`src/design/mdh_regs.svh`:
```
// register map, field positions and codes of the microcode download handler
// assumes inclusion by the design file and the bench
`ifndef MDH_REGS_SVH
`define MDH_REGS_SVH
`define MDH_SUBCMD_OFS 8'h00
`define MDH_CNT_LO_OFS 8'h04
`define MDH_CNT_HI_OFS 8'h08
`define MDH_OFS_LO_OFS 8'h0C
`define MDH_OFS_HI_OFS 8'h10
`define MDH_UNIT_OFS 8'h14
`define MDH_OPCODE_OFS 8'h18
`define MDH_FAULT_OFS 8'h1C
`define MDH_COND_OFS 8'h20
`define MDH_DATA_OFS 8'h24
`define MDH_CTRL_OFS 8'h28
`define MDH_IMGLEN_OFS 8'h2C
`define MDH_STATE_OFS 8'h30
`define MDH_OPC_DNLD 8'h92
`define MDH_SUB_OFS 8'h03
`define MDH_SUB_FULL 8'h07
`define MDH_SUB_DEFER 8'h0E
`define MDH_SUB_ACT 8'h0F
`define MDH_FLT_UNC 6
`define MDH_FLT_ABT 2
`define MDH_CTRL_LOCK 0
`define MDH_CTRL_SPINDIS 1
`define MDH_BLOCK_BYTES 512
`define MDH_COND_RST 8'h50
`define MDH_IMGLEN_RST 16'h0001
`define MDH_RESP_OKAY 2'h0
`define MDH_RESP_DECERR 2'h3
`endif

```
`src/design/mdh_pkg.sv`:
```
// types shared by the microcode download handler and its bench
// assumes nothing beyond a SystemVerilog compiler
package mdh_pkg;
    typedef enum logic [2:0] {
        MDH_IDLE = 3'b001,
        MDH_DATA = 3'b010,
        MDH_RELOAD = 3'b100
    } mdh_state_t;

    // one word toward the image store
    typedef struct packed {
        logic we;
        logic [22:0] addr;
        logic [31:0] data;
    } mdh_img_wr_t;

    // one-cycle pulses toward the firmware engine
    typedef struct packed {
        logic store;
        logic activate;
        logic discard;
        logic spin_down;
    } mdh_fw_evt_t;
endpackage : mdh_pkg

```
`src/design/mdh_download.sv`:
```
// microcode download command handler behind an AXI4-Lite register slave
// assumes a firmware engine on clk that verifies, stores and reloads images
//
// Our own choices: the register addresses and the AXI4-Lite register port.
`timescale 1ns/1ps
`include "mdh_regs.svh"

module mdh_download #(
    parameter int IMG_AW = 23
) (
    // clock and reset
    input wire logic clk,
    input wire logic nrst,
    // axi4-lite slave
    input wire logic [7:0] s_axi_awaddr,
    input wire logic s_axi_awvalid,
    output logic s_axi_awready,
    input wire logic [31:0] s_axi_wdata,
    input wire logic [3:0] s_axi_wstrb,
    input wire logic s_axi_wvalid,
    output logic s_axi_wready,
    output logic [1:0] s_axi_bresp,
    output logic s_axi_bvalid,
    input wire logic s_axi_bready,
    input wire logic [7:0] s_axi_araddr,
    input wire logic s_axi_arvalid,
    output logic s_axi_arready,
    output logic [31:0] s_axi_rdata,
    output logic [1:0] s_axi_rresp,
    output logic s_axi_rvalid,
    input wire logic s_axi_rready,
    // firmware engine
    input wire logic verify_ok,
    input wire logic reload_done,
    input wire logic reload_ok,
    output mdh_pkg::mdh_img_wr_t img_wr,
    output mdh_pkg::mdh_fw_evt_t fw_evt
);
    localparam int WPB = `MDH_BLOCK_BYTES / 4;

    // image address field is fixed at 16-bit block plus 7-bit word
    if (IMG_AW != 23 || WPB != 128) begin : g_chk
        $error("IMG_AW must be 23 and a block must be 128 words");
    end

    mdh_pkg::mdh_state_t state_reg;
    logic [7:0] awaddr_reg, sub_reg, cnt_lo_reg, cnt_hi_reg;
    logic [7:0] ofs_lo_reg, ofs_hi_reg, unit_reg, fault_reg;
    logic [31:0] wdata_reg;
    logic [3:0] wstrb_reg;
    logic aw_hold_reg, w_hold_reg, err_reg, lock_reg, spindis_reg;
    logic [15:0] img_len_reg, expect_reg, seg_ofs_reg, seg_cnt_reg;
    logic [7:0] mode_reg;
    logic [22:0] words_left_reg;
    logic pending_reg, partial_reg, rld_req_reg, first_word_reg;

    // write decode
    wire wr_fire = aw_hold_reg & w_hold_reg & ~s_axi_bvalid;
    wire b0 = wstrb_reg[0];
    wire wr_sub = wr_fire && b0 && awaddr_reg == `MDH_SUBCMD_OFS;
    wire wr_clo = wr_fire && b0 && awaddr_reg == `MDH_CNT_LO_OFS;
    wire wr_chi = wr_fire && b0 && awaddr_reg == `MDH_CNT_HI_OFS;
    wire wr_olo = wr_fire && b0 && awaddr_reg == `MDH_OFS_LO_OFS;
    wire wr_ohi = wr_fire && b0 && awaddr_reg == `MDH_OFS_HI_OFS;
    wire wr_unit = wr_fire && b0 && awaddr_reg == `MDH_UNIT_OFS;
    wire wr_opc = wr_fire && b0 && awaddr_reg == `MDH_OPCODE_OFS;
    wire wr_ctrl = wr_fire && b0 && awaddr_reg == `MDH_CTRL_OFS;
    wire wr_len = wr_fire && awaddr_reg == `MDH_IMGLEN_OFS;
    wire wr_data = wr_fire && awaddr_reg == `MDH_DATA_OFS;
    wire wr_map = awaddr_reg[1:0] == 2'h0 && awaddr_reg <= `MDH_STATE_OFS;
    wire rd_map = s_axi_araddr[1:0] == 2'h0 && s_axi_araddr <= `MDH_STATE_OFS;

    // command decode
    wire idle = state_reg == mdh_pkg::MDH_IDLE;
    wire cmd_go = wr_opc && wdata_reg[7:0] == `MDH_OPC_DNLD && idle;
    wire [15:0] cnt_w = {cnt_hi_reg, cnt_lo_reg};
    wire [15:0] ofs_w = {ofs_hi_reg, ofs_lo_reg};
    wire sub_ofs = sub_reg == `MDH_SUB_OFS || sub_reg == `MDH_SUB_DEFER;
    wire sub_ok = sub_ofs || sub_reg == `MDH_SUB_FULL
        || sub_reg == `MDH_SUB_ACT;
    wire cmd_abt = !sub_ok || lock_reg;
    wire is_act = sub_reg == `MDH_SUB_ACT;
    wire ofs_bad = sub_ofs && ofs_w != expect_reg;
    wire cnt_zero = cnt_w == 16'h0000;
    // offset ignored by 07h, which always starts at block zero
    wire [15:0] start_blk = sub_ofs ? ofs_w : 16'h0000;
    wire to_data = cmd_go && !cmd_abt && !is_act && !ofs_bad && !cnt_zero;

    // segment progress
    wire in_data = state_reg == mdh_pkg::MDH_DATA;
    wire data_fire = wr_data && in_data;
    wire seg_done = data_fire && words_left_reg == 23'h000001;
    wire [16:0] seg_end = {1'b0, seg_ofs_reg} + {1'b0, seg_cnt_reg};
    wire last_seg = mode_reg == `MDH_SUB_FULL
        || seg_end >= {1'b0, img_len_reg};
    wire in_rld = state_reg == mdh_pkg::MDH_RELOAD;
    wire rld_end = in_rld && reload_done;

    // status: bsy rdy df dsc drq cor idx err
    wire [7:0] cond_w = {in_rld, 1'b1, 1'b0, 1'b1, in_data,
        2'b00, err_reg};
    wire [7:0] ctrl_w = {6'h00, spindis_reg, lock_reg};
    wire [31:0] state_w = {expect_reg, 5'h00, state_reg,
        5'h00, rld_req_reg, partial_reg, pending_reg};

    logic [31:0] rd_mux;
    always_comb begin
        case (s_axi_araddr)
            `MDH_CNT_LO_OFS: rd_mux = {24'h000000, cnt_lo_reg};
            `MDH_CNT_HI_OFS: rd_mux = {24'h000000, cnt_hi_reg};
            `MDH_OFS_LO_OFS: rd_mux = {24'h000000, ofs_lo_reg};
            `MDH_OFS_HI_OFS: rd_mux = {24'h000000, ofs_hi_reg};
            `MDH_UNIT_OFS: rd_mux = {24'h000000, unit_reg};
            `MDH_FAULT_OFS: rd_mux = {24'h000000, fault_reg};
            `MDH_COND_OFS: rd_mux = {24'h000000, cond_w};
            `MDH_CTRL_OFS: rd_mux = {24'h000000, ctrl_w};
            `MDH_IMGLEN_OFS: rd_mux = {16'h0000, img_len_reg};
            `MDH_STATE_OFS: rd_mux = state_w;
            default: rd_mux = 32'h00000000;
        endcase
    end

    // axi write channels, taken in either order
    always_ff @(posedge clk or negedge nrst) begin
        if (!nrst) begin
            aw_hold_reg <= 1'b0;
            w_hold_reg <= 1'b0;
            s_axi_awready <= 1'b1;
            s_axi_wready <= 1'b1;
            s_axi_bvalid <= 1'b0;
            s_axi_bresp <= `MDH_RESP_OKAY;
            awaddr_reg <= 8'h00;
            wdata_reg <= 32'h00000000;
            wstrb_reg <= 4'h0;
        end else begin
            if (s_axi_awvalid && s_axi_awready) begin
                awaddr_reg <= s_axi_awaddr;
                aw_hold_reg <= 1'b1;
                s_axi_awready <= 1'b0;
            end
            if (s_axi_wvalid && s_axi_wready) begin
                wdata_reg <= s_axi_wdata;
                wstrb_reg <= s_axi_wstrb;
                w_hold_reg <= 1'b1;
                s_axi_wready <= 1'b0;
            end
            if (wr_fire) begin
                aw_hold_reg <= 1'b0;
                w_hold_reg <= 1'b0;
                s_axi_bvalid <= 1'b1;
                s_axi_bresp <= wr_map ? `MDH_RESP_OKAY : `MDH_RESP_DECERR;
            end else if (s_axi_bvalid && s_axi_bready) begin
                s_axi_bvalid <= 1'b0;
                s_axi_awready <= 1'b1;
                s_axi_wready <= 1'b1;
            end
        end
    end

    // axi read channel, answer one cycle after the address
    always_ff @(posedge clk or negedge nrst) begin
        if (!nrst) begin
            s_axi_arready <= 1'b1;
            s_axi_rvalid <= 1'b0;
            s_axi_rdata <= 32'h00000000;
            s_axi_rresp <= `MDH_RESP_OKAY;
        end else if (s_axi_arvalid && s_axi_arready) begin
            s_axi_arready <= 1'b0;
            s_axi_rvalid <= 1'b1;
            s_axi_rdata <= rd_mux;
            s_axi_rresp <= rd_map ? `MDH_RESP_OKAY : `MDH_RESP_DECERR;
        end else if (s_axi_rvalid && s_axi_rready) begin
            s_axi_rvalid <= 1'b0;
            s_axi_arready <= 1'b1;
        end
    end

    // command block registers
    always_ff @(posedge clk or negedge nrst) begin
        if (!nrst) begin
            sub_reg <= 8'h00;
            cnt_lo_reg <= 8'h00;
            cnt_hi_reg <= 8'h00;
            ofs_lo_reg <= 8'h00;
            ofs_hi_reg <= 8'h00;
            unit_reg <= 8'h00;
            lock_reg <= 1'b0;
            spindis_reg <= 1'b0;
            img_len_reg <= `MDH_IMGLEN_RST;
        end else begin
            if (wr_sub) sub_reg <= wdata_reg[7:0];
            if (wr_clo) cnt_lo_reg <= wdata_reg[7:0];
            if (wr_chi) cnt_hi_reg <= wdata_reg[7:0];
            if (wr_olo) ofs_lo_reg <= wdata_reg[7:0];
            if (wr_ohi) ofs_hi_reg <= wdata_reg[7:0];
            if (wr_unit) unit_reg <= wdata_reg[7:0];
            if (wr_ctrl) begin
                lock_reg <= wdata_reg[`MDH_CTRL_LOCK];
                spindis_reg <= wdata_reg[`MDH_CTRL_SPINDIS];
            end
            if (wr_len && wstrb_reg[0]) img_len_reg[7:0] <= wdata_reg[7:0];
            if (wr_len && wstrb_reg[1]) img_len_reg[15:8] <= wdata_reg[15:8];
        end
    end

    // command sequencer; image state lives only in flops, so the
    // asynchronous power-on reset drops every partial or stored image
    always_ff @(posedge clk or negedge nrst) begin
        if (!nrst) begin
            state_reg <= mdh_pkg::MDH_IDLE;
            fault_reg <= 8'h00;
            err_reg <= 1'b0;
            expect_reg <= 16'h0000;
            seg_ofs_reg <= 16'h0000;
            seg_cnt_reg <= 16'h0000;
            mode_reg <= 8'h00;
            words_left_reg <= 23'h000000;
            pending_reg <= 1'b0;
            partial_reg <= 1'b0;
            rld_req_reg <= 1'b0;
            first_word_reg <= 1'b0;
            img_wr <= '0;
            fw_evt <= '0;
        end else begin
            img_wr.we <= 1'b0;
            fw_evt <= '0;
            case (state_reg)
                mdh_pkg::MDH_IDLE: begin
                    if (cmd_go) begin
                        fault_reg <= 8'h00;
                        err_reg <= 1'b0;
                        if (cmd_abt) begin
                            fault_reg[`MDH_FLT_ABT] <= 1'b1;
                            err_reg <= 1'b1;
                        end else if (is_act) begin
                            if (pending_reg) begin
                                pending_reg <= 1'b0;
                                rld_req_reg <= 1'b1;
                                fw_evt.activate <= 1'b1;
                                state_reg <= mdh_pkg::MDH_RELOAD;
                            end else begin
                                fault_reg[`MDH_FLT_ABT] <= 1'b1;
                                err_reg <= 1'b1;
                            end
                        end else if (ofs_bad) begin
                            fault_reg[`MDH_FLT_ABT] <= 1'b1;
                            err_reg <= 1'b1;
                            fw_evt.discard <= partial_reg;
                            partial_reg <= 1'b0;
                            expect_reg <= 16'h0000;
                        end else if (!cnt_zero) begin
                            state_reg <= mdh_pkg::MDH_DATA;
                            mode_reg <= sub_reg;
                            seg_ofs_reg <= start_blk;
                            seg_cnt_reg <= cnt_w;
                            words_left_reg <= {cnt_w, 7'h00};
                            img_wr.addr <= IMG_AW'({start_blk, 7'h00});
                            first_word_reg <= start_blk == 16'h0000;
                            partial_reg <= 1'b1;
                        end
                    end
                end
                mdh_pkg::MDH_DATA: begin
                    if (data_fire) begin
                        img_wr.we <= 1'b1;
                        img_wr.data <= wdata_reg;
                        // words come several cycles apart; step from 2nd on
                        if (words_left_reg != {seg_cnt_reg, 7'h00})
                            img_wr.addr <= img_wr.addr + 23'h000001;
                        if (first_word_reg)
                            rld_req_reg <= wdata_reg[0];
                        first_word_reg <= 1'b0;
                        words_left_reg <= words_left_reg - 23'h000001;
                    end
                    if (seg_done) begin
                        expect_reg <= seg_end[15:0];
                        state_reg <= mdh_pkg::MDH_IDLE;
                        if (last_seg) begin
                            partial_reg <= 1'b0;
                            expect_reg <= 16'h0000;
                            if (!verify_ok) begin
                                fault_reg[`MDH_FLT_ABT] <= 1'b1;
                                err_reg <= 1'b1;
                                fw_evt.discard <= 1'b1;
                            end else begin
                                fw_evt.store <= 1'b1;
                                if (mode_reg == `MDH_SUB_DEFER) begin
                                    pending_reg <= 1'b1;
                                end else begin
                                    pending_reg <= 1'b0;
                                    fw_evt.activate <= 1'b1;
                                    state_reg <= mdh_pkg::MDH_RELOAD;
                                end
                            end
                        end
                    end
                end
                mdh_pkg::MDH_RELOAD: begin
                    if (reload_done) begin
                        if (rld_req_reg && !reload_ok) begin
                            fault_reg[`MDH_FLT_UNC] <= 1'b1;
                            err_reg <= 1'b1;
                        end
                        fw_evt.spin_down <= spindis_reg;
                        rld_req_reg <= 1'b0;
                        state_reg <= mdh_pkg::MDH_IDLE;
                    end
                end
                default: state_reg <= mdh_pkg::MDH_IDLE;
            endcase
        end
    end
endmodule : mdh_download

```
`config.mk`:
```
export PLATFORM = sky130hd
export DESIGN_NAME = mdh_download
export DESIGN_NICKNAME = d
export VERILOG_FILES = /design/src/design/mdh_pkg.sv /design/src/design/mdh_download.sv
export VERILOG_INCLUDE_DIRS = /design/src /design/src/design
export SDC_FILE = /design/constraint.sdc
export NUM_CORES = 1
export LEC_CHECK = 0
export BUFFER_PORTS_ARGS = -buffer_cell sky130_fd_sc_hd__buf_4
export CORE_MARGIN = 10
export CORE_UTILIZATION = 29
export CTS_CLUSTER_DIAMETER = 150
export DETAILED_ROUTE_END_ITERATION = 12
export SLEW_MARGIN = 20
export SYNTH_ARGS = -nofsm -noshare
export SYNTH_HDL_FRONTEND = slang
export SYNTH_SLANG_ARGS = --single-unit
```
`constraint.sdc`:
```
create_clock -name clk -period 11.5 [get_ports clk]
set_clock_uncertainty 0.15 [all_clocks]
set_input_delay 0.575 -clock clk [delete_from_list [all_inputs] [get_ports clk]]
set_output_delay 0.575 -clock clk [all_outputs]
set_load 0.05 [all_outputs]
```
; ---- Word level (Yosys, flattened, before mapping)
; Index checks and enable logic that the tools add are counted.
[classes]
n_addsub = 3
n_lt_le_gt_ge = 3
n_eq_ne = 53
muxes = 115
bitwise = 7
n_reduce_logical = 57
[ops]
columns = op, n
row1 = 32-bit one-hot mux with 10 select lines, 1
row2 = 23-bit 2-to-1 mux, 12
row3 = 16-bit 2-to-1 mux, 7
row4 = 23-bit one-hot mux with 2 select lines, 2
row5 = 1-bit 2-to-1 mux, 63
row6 = "8-bit by 4-bit equality test with 1-bit output, second input constant", 7
row7 = "8-bit by 6-bit equality test with 1-bit output, second input constant", 7
row8 = 56-bit 2-to-1 mux, 1
row9 = "8-bit by 5-bit equality test with 1-bit output, second input constant", 6
row10 = 3-bit 2-to-1 mux, 13
row11 = 7-bit AND reduction, 5
row12 = "8-bit by 3-bit equality test with 1-bit output, second input constant", 4
row13 = 16-bit logical NOT, 2
row14 = 16-bit one-hot mux with 2 select lines, 1
row15 = 1-bit logical AND, 26
row16 = "23-bit by 1-bit adder with 23-bit output, second input constant", 1
row17 = "23-bit by 1-bit equality test with 1-bit output, second input constant", 1
row18 = 23-bit inequality test, 1
row19 = "23-bit by 1-bit subtractor with 23-bit output, second input constant", 1
row20 = "2-bit inequality test, second input constant", 9
row21 = 16-bit by 16-bit adder with 17-bit output, 1
row22 = 17-bit by 16-bit greater-or-equal comparator with 1-bit output, 1
row23 = "8-bit by 6-bit less-or-equal comparator with 1-bit output, second input constant", 2
row24 = 16-bit inequality test, 1
row25 = other kinds (26), 63
[word_totals]
ff_bits = 300
in_bits = 62
out_inout_bits = 101

; ---- Longest topological paths before layout
[depth]
ltp_word = 10
ltp_mapped = 19
depth_no_buf = 18

; ---- Worst setup path before layout
; No wires, ideal clock.
[synth_path]
kind = register to register
startpoint = register seg_cnt_reg[0]
endpoint = register expect_reg[10]
setup_ns = 0.065
arrival_ns = 4.223
t_required_ns = 11.285
path_slack_ns = 7.062
path_stages_with_launch = 20
period_less_slack_ns = 4.438
cell_sequence = dfrtp_1 -> ha_1 -> inv_1 -> fa_1 -> nor2b_1 -> o31a_1 -> o21ai_0 -> a31oi_1 -> o21a_1 -> or3_1 -> and2_1 -> ha_1 -> nand4_1 -> or3_1 -> o311ai_0 -> a2111oi_0 -> nand3_2 -> nor2_8 -> buf_8 -> a22o_1
[synth_via]
elab_chain_cells = 6
[synth_lines]
columns = element, line
row1 = from (decl), mdh_download.sv:52  ; logic [15:0] img_len_reg, expect_reg, seg_ofs_reg, seg_cnt_reg;
row2 = from (signal assigned), mdh_download.sv:255  ; seg_cnt_reg <= cnt_w;
row3 = 16-bit by 16-bit adder with 17-bit output (*), mdh_download.sv:93  ; wire [16:0] seg_end = {1'b0, seg_ofs_reg} + {1'b0, seg_cnt_reg};
row4 = 17-bit by 16-bit greater-or-equal comparator with 1-bit output, mdh_download.sv:95  ; || seg_end >= {1'b0, img_len_reg};
row5 = 1-bit logical OR, mdh_download.sv:94  ; wire last_seg = mode_reg == `MDH_SUB_FULL
row6 = 16-bit 2-to-1 mux (*), mdh_download.sv:278  ; if (last_seg) begin
row7 = 16-bit 2-to-1 mux (*), mdh_download.sv:275  ; if (seg_done) begin
row8 = 16-bit one-hot mux with 2 select lines (*), mdh_download.sv:227  ; case (state_reg)
row9 = to (signal assigned), mdh_download.sv:276  ; expect_reg <= seg_end[15:0];
row10 = to (decl), mdh_download.sv:52
; Mark *: on every way between the ends. The rest lies on a longest branch, timed or not. The select of a mux whose other input is x is not followed.
; A chain may end at the register's enable or synchronous reset.

; ---- Final worst setup path
[layout_path]
startpoint = register seg_cnt_reg[0]
endpoint = register expect_reg[14]
; The elaborated chain is that of the path after synthesis.

==> qor.yml <==
synthesis:
  synth-edff-count: 0
  synthSimpleGateAreaFrac: 0.171
  ys_top_cells_by_area: "dfrtp_1 (50%), mux2_2 (8.6%), nand2_1 (6.6%)"
  syn-instance-count: 1475
  muxShareOfSynthArea: 0.0893
  ys_types: 77
  synth_ff_type: "dfrtp_1"
  async_reset_ff_frac: 1.00
  syn_avg_cell_area_sq_um: 9.96
  synth_area_sq_um: 14700
  synthXorXnorAreaFrac: 0.0274
  synth_nets: 1573
  synth-compound-area-share: 0.137
  synth_top_family_by_area: "simple AND/OR/NAND/NOR gates"
  synth-seq-cells: 298
  synth_adder_area_share: 0.0312
  ys_seq_area_frac: 0.508
  yosys_warnings: 0
  yosys.area.top_type: "dfrtp_1"
  synth_top_area_share: 0.499
routing:
  top_layer_used: "met4"
  wl_met3_microns: 3590
  route.detailed.drc: 0
  drtIter0Drc: 1147
  wirelength_microns: 47200
  wl_met2_microns: 21900
  routed_via_density: 5.21
  vias: 11993
  wl_met1_microns: 20400
  first_pass_iters: 8
  wl_per_cell_microns: 20.5
  ant_nets: 0
timing:
  rsz0062_at_grt: "no"
  tightest_slew_ps: 1050
  setup_viol: 0
  fmax_ghz: 0.213
  slew_headroom: 0.299
  fin_crit_ps: 4690
  slew_viol_final: 0
  fin_crit_sh: 0.408
  tns_ps: 0
  holdWs_ps: -24.6
  hold_violations: 9
floorplanning:
  rows: 82
  coreArea_sq_um: 50100
  die_w_microns: 245
  die-area_sq_um: 60000
  start_util: 0.293
  dieHeight_microns: 245
  ios: 163
final_layout:
  area_growth_pct: 20.7
  drive_above_1_share: 0.229
  nFillCells: 5108
  final_nets: 1704
  diodes: 0
  final_common_cell: "dfrtp_1"
  most-common-layout-cells: "dfrtp_1 (293), nand2_1 (258), buf_4 (169)"
  final_core_util: 0.354
  fin_area_sq_um: 17700
  largest_reg_flops: 56
pwr:
  irDropWorstVdd_mv: 0.111
  powerDensity_nw_per_um2: 169
  p_leak_nw: 8.56
  power_mw: 3.00
placement:
  hpwl_microns: 34200
  place_congestion: 0.901
  postPlaceCellArea_sq_um: 16500
  io_buffers: 160
clocking:
  cts.path.max_buffers: 3
  ctsResizeCount: 0
  cts_setup_buffers: 0
  clk_latency_ps: 530
  path_clk_slew_ps: 60
  cts.hold.buffers_added: 0
  cts_buffers: 34
  cts-root-buf: "clkbuf_16"
  cts_tree: "built"
  cts-htree-levels: 2
  cts.sink_count: 298
setup_path:
  critPathRequiredTime_ps: 11800
  r2r-start: "seg_cnt_reg[0]"
  worstSetupPathType: "reg2reg"
  cpMaxStageDelayCell: "dfrtp_1"
  cp_slowest_stage_delay_ps: 410
  reg2reg_depth: 19
  end_kind: "register"
  r2r_slack_ps: 6810
  crit_path_cell_trace: "ha_1 > inv_1 > fa_1 > nor2b_1 > o31a_1 > o21ai_0 > a31oi_1 > o21a_1 > or3_1 > and2_1 > ha_1 > nand4_1 > or3_1 > o311ai_0 > a2111oi_2 > buf_4 > nand3_2 > nor2_8 > a32o_1"
  path_max_fanout: 14
  cp-endpoint: "expect_reg[14]"
  critPathLaunch: "seg_cnt_reg[0]"
  r2r-end: "expect_reg[14]"
  critPathLaunchType: "register"
  crit_arrival_ps: 4990
grt:
  grt_pass1_wl_microns: 73300
  grt_pass1_vias: 11837
  overflow: 0
  grt_max_degree: 182
  grt_usage: 0.155
  antenna_found_initial: 0
hold_path:
  min_path_type: "in2async"
outcome:
  status: "complete, but fails checks"
  violations: "negative hold slack"
job:
  max_cap_viol_count: 0
==> cell usage after synthesis, drive strengths merged, types with 6 or more instances <==
cell type and count:
dfrtp 293, nand2 260, mux2 112, o21ai 105
nor2 80, a21oi 69, clkbuf 61, inv 53
nand3 47, ha 35, xor2 33, nor4 28
nor3 22, a31oi 18, and3 18, a22o 16
buf 15, a21o 14, nand4 13, o22ai 13
xnor2 13, a221oi 11, and2 10, or3 10
nand2b 9, or4 8, a222oi 7, a22oi 7
a211oi 6, nor2b 6, o21a 6
==> through the flow <==
| stage | cells | setup slack, ps |
|---|---|---|
| 2_1_floorplan | 1475 | 7060 |
| 3_3_place_gp | 2242 | 6900 |
| 3_5_place_dp | 2242 | 6880 |
| 4_1_cts | 2303 | 6840 |
| 5_1_grt | 2303 | 6590 |
| 6_report | 2303 | 6810 |
==> how the worst min path moves through the flow <==
| stage | from | slack [ps] | end | cells after the start |
|---|---|---|---|---|
| finish | nrst | -20 | s_axi_rdata[15] | 1 |
| floorplan | nrst | 130 | aw_hold_reg | 0 |
| detailed placement | wdata_reg[20] | 300 | img_wr[20] | 2 |
| global route | nrst | 70 | s_axi_rdata[14] | 1 |
| CTS | nrst | 30 | s_axi_rdata[15] | 1 |
| global placement | wdata_reg[20] | 290 | img_wr[20] | 2 |
==> final cells by class <==
type / count / area (sq um) / share of cell area
Tap cell: 672 / 841 / 0.0474
Multi-Input combinational cell: 1048 / 6740 / 0.380
Timing Repair Buffer: 171 / 1300 / 0.0735
Clock buffer: 50 / 1050 / 0.0594
Clock inverter: 11 / 131 / 0.00741
Inverter: 53 / 199 / 0.0112
Sequential cell: 298 / 7460 / 0.421
==> critical path: cells and delay by family, from the launching register on <==
family / cells / cell delay [ps]
and+or+nand+nor: 7 / 1390
buffers and inverters: 2 / 290
AOI/OAI and AO/OA: 7 / 1640
DFF: 1 / 410
adders and majority gates: 3 / 730
==> power breakdown <==
group | leakage [nW] | switching [mW] | internal, mW
combinational | 3.96 | 0.294 | 0.207
sequential | 4.01 | 0.196 | 1.18
clock | 0.591 | 0.443 | 0.682
total | 8.56 | 0.932 | 2.07
==> metal layers <==
layer  vias up  global-route usage
met1      5931               0.206
met3        80              0.0325
met5         -                   0
li1       5521                   -
met4         0              0.0484
met2       461               0.247
==> cells by family after synthesis <==
family / Yosys count
AOI/OAI and AO/OA: 315
DFF: 298
adders and majority gates: 36
muxes: 117
buffers and inverters: 129
and+or+nand+nor: 534
xor gates and xnor gates: 46
Power figures use the tool's default switching activity.
